## config.mk

```make
export PLATFORM = sky130hd
export DESIGN_NAME = pio_ports
export DESIGN_NICKNAME = d
export VERILOG_FILES = /design/src/logic/pio_glitch_filt.v /design/src/logic/pio_ports.v /design/src/logic/pio_sync_bit.v
export VERILOG_INCLUDE_DIRS = /design/src /design/src/logic
export SDC_FILE = /design/constraint.sdc
export NUM_CORES = 1
export LEC_CHECK = 0
export BUFFER_PORTS_ARGS = -buffer_cell sky130_fd_sc_hd__buf_2
export CAP_MARGIN = 10
export CORE_UTILIZATION = 35
export DETAILED_ROUTE_END_ITERATION = 8
export PLACE_DENSITY = 0.54
export SETUP_SLACK_MARGIN = 0.4
export SYNTH_ARGS = -nofsm -noshare
export SYNTH_HDL_FRONTEND = slang
export SYNTH_SLANG_ARGS = --single-unit
```

## constraint.sdc

```tcl
create_clock -name sys_clk -period 2.45 [get_ports sys_clk]
set_input_delay 0.1225 -clock sys_clk [delete_from_list [all_inputs] [get_ports sys_clk]]
set_output_delay 0.1225 -clock sys_clk [all_outputs]
set_load 0.05 [all_outputs]
```

## src/logic/pio_defines.vh

```
// Constants for the parallel port block: widths, reset values, bit positions
// and timing counts. Assumes a 125 MHz core clock.
`ifndef PIO_DEFINES_VH
`define PIO_DEFINES_VH

// Port width and reset values
`define PIO_W 8
`define PIO_RST_LATCH 8'hff
`define PIO_ALL_ONES 8'hff

// Port one alternate input positions
`define PIO_P1_T2 0
`define PIO_P1_TIMER_TWO_TRIGGER_INPUT 1
`define PIO_P1_SS 5

// Port two PWM bits
`define PIO_P2_PWM0 6
`define PIO_P2_PWM1 7

// Port three alternate positions
`define PIO_P3_RXD 0
`define PIO_P3_TXD 1
`define PIO_P3_EXT_IRQ_ZERO 2
`define PIO_P3_EXT_IRQ_ONE 3
`define PIO_P3_T0 4
`define PIO_P3_T1 5
`define PIO_P3_WR 6
`define PIO_P3_RD 7

// Port select codes on the core bus
`define PIO_SEL_P0 2'h0
`define PIO_SEL_P1 2'h1
`define PIO_SEL_P2 2'h2
`define PIO_SEL_P3 2'h3

// Glitch filter: reject pulses up to 50 ns at 8 ns per cycle
`define PIO_GLITCH_NS 50
`define PIO_CLK_NS 8
`define PIO_FILT_CYC ((`PIO_GLITCH_NS + `PIO_CLK_NS - 1) / `PIO_CLK_NS)
`define PIO_FILT_W 3

`endif

```

## src/logic/pio_glitch_filt.v

```verilog
// Glitch filter: output follows input only after it stays stable long enough.
// Assumes input already synchronised to sys_clk.
`include "pio_defines.vh"
`timescale 1ns/1ps
`default_nettype none

module pio_glitch_filt (
   input wire sys_clk,
   input wire reset_n,
   input wire din,
   output reg dout
);

   // Stable-time counter
   reg [`PIO_FILT_W-1:0] cnt_reg;

   // Count while input differs; accept after the full window
   always @(posedge sys_clk or negedge reset_n)
   begin
      if (!reset_n)
      begin
         cnt_reg <= {`PIO_FILT_W{1'b0}};
         dout <= 1'b1;
      end
      else if (din == dout)
      begin
         cnt_reg <= {`PIO_FILT_W{1'b0}};
      end
      else if (cnt_reg == `PIO_FILT_CYC)
      begin
         dout <= din;
         cnt_reg <= {`PIO_FILT_W{1'b0}};
      end
      else
      begin
         cnt_reg <= cnt_reg + 1'b1;
      end
   end

endmodule // pio_glitch_filt

`default_nettype wire

```

## src/logic/pio_ports.v

```verilog
// Four 8-bit parallel ports with latch, read-latch and read-pin paths,
// external memory takeover, alternate functions and serial pin drive.
// Assumes a core bus with one-cycle strobes, all on sys_clk.
`include "pio_defines.vh"
`timescale 1ns/1ps
`default_nettype none

module pio_ports (
   input wire sys_clk,
   input wire reset_n,
   // Core bus side
   input wire [1:0] bus_sel,
   input wire bus_wr_latch,
   input wire bus_rd_latch,
   input wire bus_rd_pin,
   input wire bus_rmw,
   input wire [7:0] bus_wdata,
   output reg [7:0] bus_rdata,
   // External memory control
   input wire ext_mem_active,
   input wire ext_data_phase,
   input wire [7:0] ext_addr_low,
   input wire [7:0] ext_data_out,
   input wire [7:0] ext_addr_high,
   // Chip configuration
   input wire pwm_to_port_two,
   input wire pwm_to_port_three,
   input wire pwm_out0,
   input wire pwm_out1,
   // Port three alternate outputs from peripherals
   input wire uart_txd_alt,
   input wire uart_rxd_out_alt,
   input wire uart_rxd_oe_alt,
   input wire spi_miso_alt,
   input wire spi_miso_oe_alt,
   input wire ext_wr_strobe_n,
   input wire ext_rd_strobe_n,
   // Serial pin controls
   input wire spi_select_bit,
   input wire i2c_master_mode,
   input wire spi_sclk_out,
   input wire spi_sclk_oe,
   input wire spi_mosi_out,
   input wire spi_mosi_oe,
   input wire sw_serial_clock_out,
   input wire sw_serial_data_out,
   // Pin inputs
   input wire [7:0] port_zero_pin_in,
   input wire [7:0] port_one_pin_in,
   input wire [7:0] port_two_pin_in,
   input wire [7:0] port_three_pin_in,
   input wire serial_clock_pin_in,
   input wire serial_data_pin_in,
   // Pin outputs
   output reg [7:0] port_zero_out,
   output reg [7:0] port_zero_oe,
   output reg [7:0] port_two_out,
   output reg [7:0] port_two_oe,
   output reg [7:0] port_two_weak,
   output reg [7:0] port_three_out,
   output reg [7:0] port_three_oe,
   output reg [7:0] port_three_weak,
   output reg [7:0] port_one_analog_sel,
   output reg serial_clock_out,
   output reg serial_clock_oe,
   output reg serial_clock_weak,
   output reg serial_data_out,
   output reg serial_data_oe,
   output reg serial_data_weak,
   // Alternate inputs to peripherals
   output reg timer_two_count_input,
   output reg timer_two_trigger_input,
   output reg spi_slave_select_n,
   output reg uart_rxd_in,
   output reg ext_irq_zero,
   output reg ext_irq_one,
   output reg timer_zero_count_input,
   output reg timer_one_count_input,
   output reg pwm_ext_clock_in,
   output reg i2c_scl_in,
   output reg i2c_sda_in,
   output reg spi_sclk_in,
   output reg spi_mosi_in
);

   // Port latches
   reg [7:0] port_zero_latch;
   reg [7:0] port_one_latch;
   reg [7:0] port_two_latch;
   reg [7:0] port_three_latch;

   // Synchronised pin levels
   wire [7:0] p0_sync;
   wire [7:0] p1_sync;
   wire [7:0] p2_sync;
   wire [7:0] p3_sync;
   wire [1:0] ser_sync;
   wire scl_filt;
   wire sda_filt;

   // Combinational next pin drive
   reg [7:0] p0_out_next;
   reg [7:0] p0_oe_next;
   reg [7:0] p2_out_next;
   reg [7:0] p2_oe_next;
   reg [7:0] p2_weak_next;
   reg [7:0] p3_alt_val;
   reg [7:0] p3_alt_oe;
   reg [7:0] p3_out_next;
   reg [7:0] p3_oe_next;
   reg [7:0] p3_weak_next;
   reg [7:0] rdata_next;

   // Pin synchronisers
   pio_sync_bit #(.W(8)) u_sync_p0 (.sys_clk(sys_clk), .reset_n(reset_n),
      .async_in(port_zero_pin_in), .sync_out(p0_sync));
   pio_sync_bit #(.W(8)) u_sync_p1 (.sys_clk(sys_clk), .reset_n(reset_n),
      .async_in(port_one_pin_in), .sync_out(p1_sync));
   pio_sync_bit #(.W(8)) u_sync_p2 (.sys_clk(sys_clk), .reset_n(reset_n),
      .async_in(port_two_pin_in), .sync_out(p2_sync));
   pio_sync_bit #(.W(8)) u_sync_p3 (.sys_clk(sys_clk), .reset_n(reset_n),
      .async_in(port_three_pin_in), .sync_out(p3_sync));
   pio_sync_bit #(.W(2)) u_sync_ser (.sys_clk(sys_clk), .reset_n(reset_n),
      .async_in({serial_data_pin_in, serial_clock_pin_in}), .sync_out(ser_sync));

   // Glitch filters toward the I2C logic
   pio_glitch_filt u_filt_scl (.sys_clk(sys_clk), .reset_n(reset_n),
      .din(ser_sync[0]), .dout(scl_filt));
   pio_glitch_filt u_filt_sda (.sys_clk(sys_clk), .reset_n(reset_n),
      .din(ser_sync[1]), .dout(sda_filt));

   // Latch writes; RMW writes back a full byte
   always @(posedge sys_clk or negedge reset_n)
   begin
      if (!reset_n)
      begin
         port_zero_latch <= `PIO_RST_LATCH;
         port_one_latch <= `PIO_RST_LATCH;
         port_two_latch <= `PIO_RST_LATCH;
         port_three_latch <= `PIO_RST_LATCH;
      end
      else
      begin
         // External access forces ones, winning over a write
         if (ext_mem_active)
         begin
            port_zero_latch <= `PIO_ALL_ONES;
         end
         else if (bus_wr_latch && bus_sel == `PIO_SEL_P0)
         begin
            port_zero_latch <= bus_wdata;
         end
         if (bus_wr_latch && bus_sel == `PIO_SEL_P1)
         begin
            port_one_latch <= bus_wdata;
         end
         // Port two latch untouched by external access
         if (bus_wr_latch && bus_sel == `PIO_SEL_P2)
         begin
            port_two_latch <= bus_wdata;
         end
         if (bus_wr_latch && bus_sel == `PIO_SEL_P3)
         begin
            port_three_latch <= bus_wdata;
         end
      end
   end

   // Read data: latch path for reads and RMW, pin path for pin reads, zero with no strobe
   always @*
   begin
      rdata_next = 8'h00;
      if (bus_rd_latch || bus_rmw)
      begin
         case (bus_sel)
            `PIO_SEL_P0: rdata_next = port_zero_latch;
            `PIO_SEL_P1: rdata_next = port_one_latch;
            `PIO_SEL_P2: rdata_next = port_two_latch;
            default: rdata_next = port_three_latch;
         endcase
      end
      else if (bus_rd_pin)
      begin
         case (bus_sel)
            `PIO_SEL_P0: rdata_next = p0_sync;
            `PIO_SEL_P1: rdata_next = p1_sync;
            `PIO_SEL_P2: rdata_next = p2_sync;
            default: rdata_next = p3_sync;
         endcase
      end
   end

   // Port zero and two drive
   always @*
   begin
      if (ext_mem_active)
      begin
         // Address then data, driven both ways
         p0_out_next = ext_data_phase ? ext_data_out : ext_addr_low;
         p0_oe_next = `PIO_ALL_ONES;
         p2_out_next = ext_addr_high;
         p2_oe_next = `PIO_ALL_ONES;
         p2_weak_next = 8'h00;
      end
      else
      begin
         // Open drain: only a zero is driven
         p0_out_next = 8'h00;
         p0_oe_next = ~port_zero_latch;
         // Quasi-bidirectional: one is weak pull-up
         p2_out_next = 8'h00;
         p2_oe_next = ~port_two_latch;
         p2_weak_next = port_two_latch;
      end
      if (pwm_to_port_two)
      begin
         // PWM takes bits six and seven
         p2_out_next[`PIO_P2_PWM0] = pwm_out0;
         p2_out_next[`PIO_P2_PWM1] = pwm_out1;
         p2_oe_next[`PIO_P2_PWM0] = 1'b1;
         p2_oe_next[`PIO_P2_PWM1] = 1'b1;
         p2_weak_next[`PIO_P2_PWM0] = 1'b0;
         p2_weak_next[`PIO_P2_PWM1] = 1'b0;
      end
   end

   // Port three alternate output sources
   always @*
   begin
      p3_alt_val = `PIO_ALL_ONES;
      p3_alt_oe = 8'h00;
      p3_alt_val[`PIO_P3_RXD] = uart_rxd_out_alt;
      p3_alt_oe[`PIO_P3_RXD] = uart_rxd_oe_alt;
      p3_alt_val[`PIO_P3_TXD] = uart_txd_alt;
      p3_alt_val[`PIO_P3_WR] = ext_wr_strobe_n;
      p3_alt_val[`PIO_P3_RD] = ext_rd_strobe_n;
      p3_alt_val[`PIO_P3_EXT_IRQ_ONE] = spi_miso_alt;
      p3_alt_oe[`PIO_P3_EXT_IRQ_ONE] = spi_miso_oe_alt;
   end

   // Port three quasi-bidirectional drive, gated by the latch
   genvar gi;
   generate
      for (gi = 0; gi < `PIO_W; gi = gi + 1)
      begin : g_p3
         always @*
         begin
            if (!port_three_latch[gi])
            begin
               // Latch zero holds the pin low
               p3_out_next[gi] = 1'b0;
               p3_oe_next[gi] = 1'b1;
               p3_weak_next[gi] = 1'b0;
            end
            else
            begin
               // Alternate drives low or strong, else weak high
               p3_out_next[gi] = p3_alt_val[gi];
               p3_oe_next[gi] = p3_alt_oe[gi] | ~p3_alt_val[gi];
               p3_weak_next[gi] = 1'b1;
            end
         end
      end
   endgenerate

   // Registered outputs
   always @(posedge sys_clk or negedge reset_n)
   begin
      if (!reset_n)
      begin
         bus_rdata <= 8'h00;
         port_zero_out <= 8'h00;
         port_zero_oe <= 8'h00;
         port_two_out <= 8'h00;
         port_two_oe <= 8'h00;
         port_two_weak <= `PIO_ALL_ONES;
         port_three_out <= `PIO_ALL_ONES;
         port_three_oe <= 8'h00;
         port_three_weak <= `PIO_ALL_ONES;
         port_one_analog_sel <= `PIO_RST_LATCH;
      end
      else
      begin
         bus_rdata <= rdata_next;
         port_zero_out <= p0_out_next;
         port_zero_oe <= p0_oe_next;
         port_two_out <= p2_out_next;
         port_two_oe <= p2_oe_next;
         port_two_weak <= p2_weak_next;
         port_three_out <= p3_out_next;
         port_three_oe <= p3_oe_next;
         port_three_weak <= p3_weak_next;
         // PWM overrides bits four and three after latch gating
         if (pwm_to_port_three)
         begin
            port_three_out[`PIO_P3_T0] <= pwm_out0;
            port_three_out[`PIO_P3_EXT_IRQ_ONE] <= pwm_out1;
            port_three_oe[`PIO_P3_T0] <= 1'b1;
            port_three_oe[`PIO_P3_EXT_IRQ_ONE] <= 1'b1;
            port_three_weak[`PIO_P3_T0] <= 1'b0;
            port_three_weak[`PIO_P3_EXT_IRQ_ONE] <= 1'b0;
         end
         // Port one: no drive, latch picks analogue or digital
         port_one_analog_sel <= port_one_latch;
      end
   end

   // Serial pins: weak open drain for I2C, push-pull for SPI
   always @(posedge sys_clk or negedge reset_n)
   begin
      if (!reset_n)
      begin
         serial_clock_out <= 1'b1;
         serial_clock_oe <= 1'b0;
         serial_clock_weak <= 1'b1;
         serial_data_out <= 1'b1;
         serial_data_oe <= 1'b0;
         serial_data_weak <= 1'b1;
      end
      else if (spi_select_bit)
      begin
         // SPI hardware drives both levels
         serial_clock_out <= spi_sclk_out;
         serial_clock_oe <= spi_sclk_oe;
         serial_clock_weak <= 1'b0;
         serial_data_out <= spi_mosi_out;
         serial_data_oe <= spi_mosi_oe;
         serial_data_weak <= 1'b0;
      end
      else
      begin
         // Strong high off; only pull low, weak pull-up stays
         serial_clock_out <= 1'b0;
         serial_clock_oe <= i2c_master_mode & ~sw_serial_clock_out;
         serial_clock_weak <= 1'b1;
         serial_data_out <= 1'b0;
         serial_data_oe <= i2c_master_mode & ~sw_serial_data_out;
         serial_data_weak <= 1'b1;
      end
   end

   // Alternate inputs routed to peripherals
   always @(posedge sys_clk or negedge reset_n)
   begin
      if (!reset_n)
      begin
         timer_two_count_input <= 1'b0;
         timer_two_trigger_input <= 1'b0;
         spi_slave_select_n <= 1'b1;
         uart_rxd_in <= 1'b1;
         ext_irq_zero <= 1'b1;
         ext_irq_one <= 1'b1;
         timer_zero_count_input <= 1'b0;
         timer_one_count_input <= 1'b0;
         pwm_ext_clock_in <= 1'b0;
         i2c_scl_in <= 1'b1;
         i2c_sda_in <= 1'b1;
         spi_sclk_in <= 1'b0;
         spi_mosi_in <= 1'b0;
      end
      else
      begin
         timer_two_count_input <= p1_sync[`PIO_P1_T2];
         timer_two_trigger_input <= p1_sync[`PIO_P1_TIMER_TWO_TRIGGER_INPUT];
         spi_slave_select_n <= p1_sync[`PIO_P1_SS];
         uart_rxd_in <= p3_sync[`PIO_P3_RXD];
         ext_irq_zero <= p3_sync[`PIO_P3_EXT_IRQ_ZERO];
         ext_irq_one <= p3_sync[`PIO_P3_EXT_IRQ_ONE];
         timer_zero_count_input <= p3_sync[`PIO_P3_T0];
         timer_one_count_input <= p3_sync[`PIO_P3_T1];
         pwm_ext_clock_in <= p3_sync[`PIO_P3_T0];
         i2c_scl_in <= scl_filt;
         i2c_sda_in <= sda_filt;
         spi_sclk_in <= ser_sync[0];
         spi_mosi_in <= ser_sync[1];
      end
   end

endmodule // pio_ports

`default_nettype wire

```

## src/logic/pio_sync_bit.v

```verilog
// Two-stage synchroniser for a vector of pin levels.
// Assumes the inputs come from pins outside the sys_clk domain.
`timescale 1ns/1ps
`default_nettype none

module pio_sync_bit #(
   parameter W = 8
) (
   input wire sys_clk,
   input wire reset_n,
   input wire [W-1:0] async_in,
   output reg [W-1:0] sync_out
);

   // First stage, read only by second stage
   reg [W-1:0] meta_reg;

   // Two flip-flops in series
   always @(posedge sys_clk or negedge reset_n)
   begin
      if (!reset_n)
      begin
         meta_reg <= {W{1'b0}};
         sync_out <= {W{1'b0}};
      end
      else
      begin
         meta_reg <= async_in;
         sync_out <= meta_reg;
      end
   end

endmodule // pio_sync_bit

`default_nettype wire

```

==> results.txt <==
- Share of the yosys chip area belonging to registers: 0.7583
- Top fanout value on the critical path: 4
- Broken down by cell family, the worst path's largest delay share belongs to flip-flops.
* Power per cell area: approximately 910 nW/um^2
- On the critical path, the stage with the largest delay is an instance of sky130_fd_sc_hd__dfstp_2.
- Count of cell types in the netlist: 29
* Number of cell rows: 50
* Initial antenna violation count: 1
- Timing would allow up to 666.3 MHz.
- Setup ws final: 949.1 ps
- Yosys printed 0 warnings.
* Critical Path RT: 2820 ps
- Hold Path Class: primary input to asynchronous set/reset pin
- Fin crit period: 1501 ps
* Worst ir drop on vdd: 0.0004103 V
* Result of the run: finished clean
* Insertion delay of the later-clocked pin in the worst-skew pair: 490 ps
- STA classifies the critical path endpoint as a register.
* Top library cells by usage in the layout, fill and taps aside: sky130_fd_sc_hd__buf_2, sky130_fd_sc_hd__dfrtp_1, sky130_fd_sc_hd__dlygate4sd3_1, sky130_fd_sc_hd__dfstp_2, sky130_fd_sc_hd__mux2i_1
- Data arrival time at the worst-slack endpoint: 1870 ps
- Signal routing reaches up to met4.
* Total Wirelength: 14,470 um
- The hold violation count in the final report is 0.
- After detailed routing, the number of remaining DRC violations is 0.
- The congestion estimate from routability-driven global placement came to 0.7868.
* Tot GR Track Use: 0.1479
* Max-Cap Viols: 0
- The first global-routing pass estimated ~23,000 um of wire.
* Gate count of the mapped netlist: 419
* Vertical extent of the die: between 100 and 150 um
- Seq cells post-synth: slightly above 200
* Leakage dissipation: 4.561 nW
* Number of primary I/O pins: 194
- Max-Slew Margin vs Limit: 0.5403
- The floorplan step set the die width to 141.6 um.
* WP buf/inv: 1
- Net count reported at finish: 811
- Of the available clock period, the critical path in the final layout requires 0.6126.
- In this run the register-to-register setup slack is 950 ps.
- Area of the core: between 15,000 and 20,000 sq um
- Routed length per instance: 14.63 um
- TritonCTS built the clock tree.
- The worst setup path is launched from a register.
- Cell chain of the critical path: nor2b_1 > nand3b_1 > dlygate4sd3_1
- The count of buffers added on input and output ports is 193.
- Summed instance area of the synthesized netlist: 6819 sq um
* Maximum buffer depth of the clock tree: 3
- Once layout is complete, the cells apart from fillers number approximately 1,000.
- Buffers added to address setup during post-CTS repair amount to 0.
- Total Die Area: 20,040 sq um
* Mean number of vias per cell: 4.278
- Clock Sinks: 203
- Most frequent standard cell in the layout excluding fill and tap cells: sky130_fd_sc_hd__buf_2
- Sum of met2 wire segment lengths after detailed routing: 7072 um
* Master cell of the clock root buffer: sky130_fd_sc_hd__clkbuf_16
- Global routing finished with a remaining overflow of 0.
- In this run the mean area of a mapped cell was 16.27 sq um.
- Clock input transition at the sequential cells of the worst setup and hold paths: 60 ps
- Summed over all nets, wire length on met3 after detailed routing comes to 880 um.
* Number of buffers inserted during clock tree synthesis: 22
- Setup violations remaining at the end of the flow were counted as 0.
- Fin. max-slew vios: 0
- The critical path is of the register to register type.
* Actual transition at the worst max-transition pin: 688.9 ps
- Fin Setup TNS: 0 ps
* Detail Route Antenna Nets: 0
- CTS built an H-tree with a depth of 1.
* Final total power: 0.008782 W
- Starting Density: 0.3609
- Synthesized net count: 518
- Maximum number of pins on one net before global-route repair: 74
* Max incr delay on CP: 560 ps
* Placed Cells incl. Taps: 860
- Overall via count from detail_route: about 4,200
- The HPWL after detailed placement is 9601 um.
- Fraction of layout cells with a size suffix above 1: 0.4547
- Detailed router's first-iteration violation count: 156
- RSZ-0062 raised after global routing: false
- Area Growth Syn to Fin: 41.56%
* Worst Setup Slack post-DPL: between 700 and 800 ps
* Wire length on met1: about 6200 um
* Clock skew: 6.316 ps
- The number of global-route vias before repair was 4,509.
- Detailed-router iteration count before antenna repair: 4
synth_stat cells:
cell / instances / area share
sky130_fd_sc_hd__dfrtp_1: 130 / 0.48
sky130_fd_sc_hd__nand2b_1: 17 / 0.016
sky130_fd_sc_hd__mux2i_1: 40 / 0.059
sky130_fd_sc_hd__nand3_2: 1 / 0.0015
sky130_fd_sc_hd__o21ai_0: 5 / 0.0037
sky130_fd_sc_hd__nor2b_1: 17 / 0.016
sky130_fd_sc_hd__nor2_1: 1 / 0.00055
sky130_fd_sc_hd__nand3b_1: 3 / 0.0033
sky130_fd_sc_hd__nand2_1: 12 / 0.0066
sky130_fd_sc_hd__buf_2: 2 / 0.0015
sky130_fd_sc_hd__nor3b_1: 2 / 0.0022
sky130_fd_sc_hd__nor3b_4: 1 / 0.0028
sky130_fd_sc_hd__and2_1: 17 / 0.016
sky130_fd_sc_hd__o22ai_2: 1 / 0.0018
sky130_fd_sc_hd__ha_1: 4 / 0.0073
sky130_fd_sc_hd__o21bai_1: 1 / 0.0011
sky130_fd_sc_hd__buf_4: 7 / 0.0077
sky130_fd_sc_hd__o21ai_1: 1 / 0.00073
sky130_fd_sc_hd__inv_1: 15 / 0.0083
sky130_fd_sc_hd__mux2_2: 26 / 0.043
sky130_fd_sc_hd__buf_6: 2 / 0.0033
sky130_fd_sc_hd__or2_1: 8 / 0.0073
sky130_fd_sc_hd__o22ai_1: 15 / 0.014
sky130_fd_sc_hd__dfstp_2: 73 / 0.28
sky130_fd_sc_hd__a211o_1: 8 / 0.010
sky130_fd_sc_hd__nand4bb_1: 1 / 0.0017
sky130_fd_sc_hd__xor2_1: 2 / 0.0026
sky130_fd_sc_hd__clkbuf_1: 6 / 0.0033
sky130_fd_sc_hd__or4b_4: 1 / 0.0020
worst register-to-register path: stages, from the launching register on:
cell	delay, ps
sky130_fd_sc_hd__dfstp_2	560
sky130_fd_sc_hd__nor2b_1	190
sky130_fd_sc_hd__nand3b_1	90
sky130_fd_sc_hd__dlygate4sd3_1	550
area by class of cell:
class,count,area (sq um)
repair buffers,286,1906
well taps,260,325.3
flip-flops and latches,203,5171
diodes,1,2.502
multi-input cells,184,1484
inverters,15,56.30
clock inverters,3,40.04
fillers,1638,9240
clock buffers,37,668.1
layer usage:
metal / vias to the layer above / global-route usage
met5: - / 0
met4: 0 / 0.05037
met3: 34 / 0.03442
met2: 138 / 0.2512
met1: 2082 / 0.1859
li1: 1977 / -
final timing paths:
check	cells past startpoint	to	start
worst max-delay path	3	port_three_oe[3]	port_three_latch[3]
worst min-delay path	2	u_sync_p1.meta_reg[1]	reset_n
worst max register to register	3	port_three_oe[3]	port_three_latch[3]
worst min register to register	0	u_sync_p2.sync_out[3]	u_sync_p2.meta_reg[3]
max in group asynchronous	3	port_two_weak[5]	reset_n
min in group sys_clk	2	port_zero_out[2]	ext_mem_active
power breakdown:
group | internal, W | leakage, nW | total (W) | switching, W
clock | 0.00195 | 0.346 | 0.00319 | 0.00123
combinational | 0.000504 | 1.93 | 0.00156 | 0.00106
sequential | 0.00386 | 2.29 | 0.00403 | 0.000172
kinds of logic (layout without fill, tap and decap cells):
logic type                 Yosys count  count (layout)  share of synthesized area
buffers and inverters               32             341                    0.02404
and+or+nand+nor                     81              81                    0.07468
xor gates and xnor gates             2               2                   0.002569
DFF                                203             203                     0.7583
muxes                               66              66                     0.1017
AOI/OAI and AO/OA                   31              31                    0.03138
adders and majority gates            4               4                   0.007340
other                                0               1                          0
repair_timing:
action	CTS	global route
hold buffers	88	0
endpoints found under the hold margin	158	0
endpoints found under the setup margin	0	0
gates resized for setup	0	0
metrics by stage:
step | hold slack, ps | instance area (sq um) | util
after floorplan | -173.1 | 6819 | -
after global routing | 242.0 | 9653 | 0.5109
after detailed placement | 170.3 | 8061 | 0.4267
after CTS | 192.4 | 9651 | 0.5108
final | 185.8 | 9653 | 0.5109
after global placement | 159.6 | 8061 | 0.4267
No activity file was read; power rests on OpenSTA's default activity.
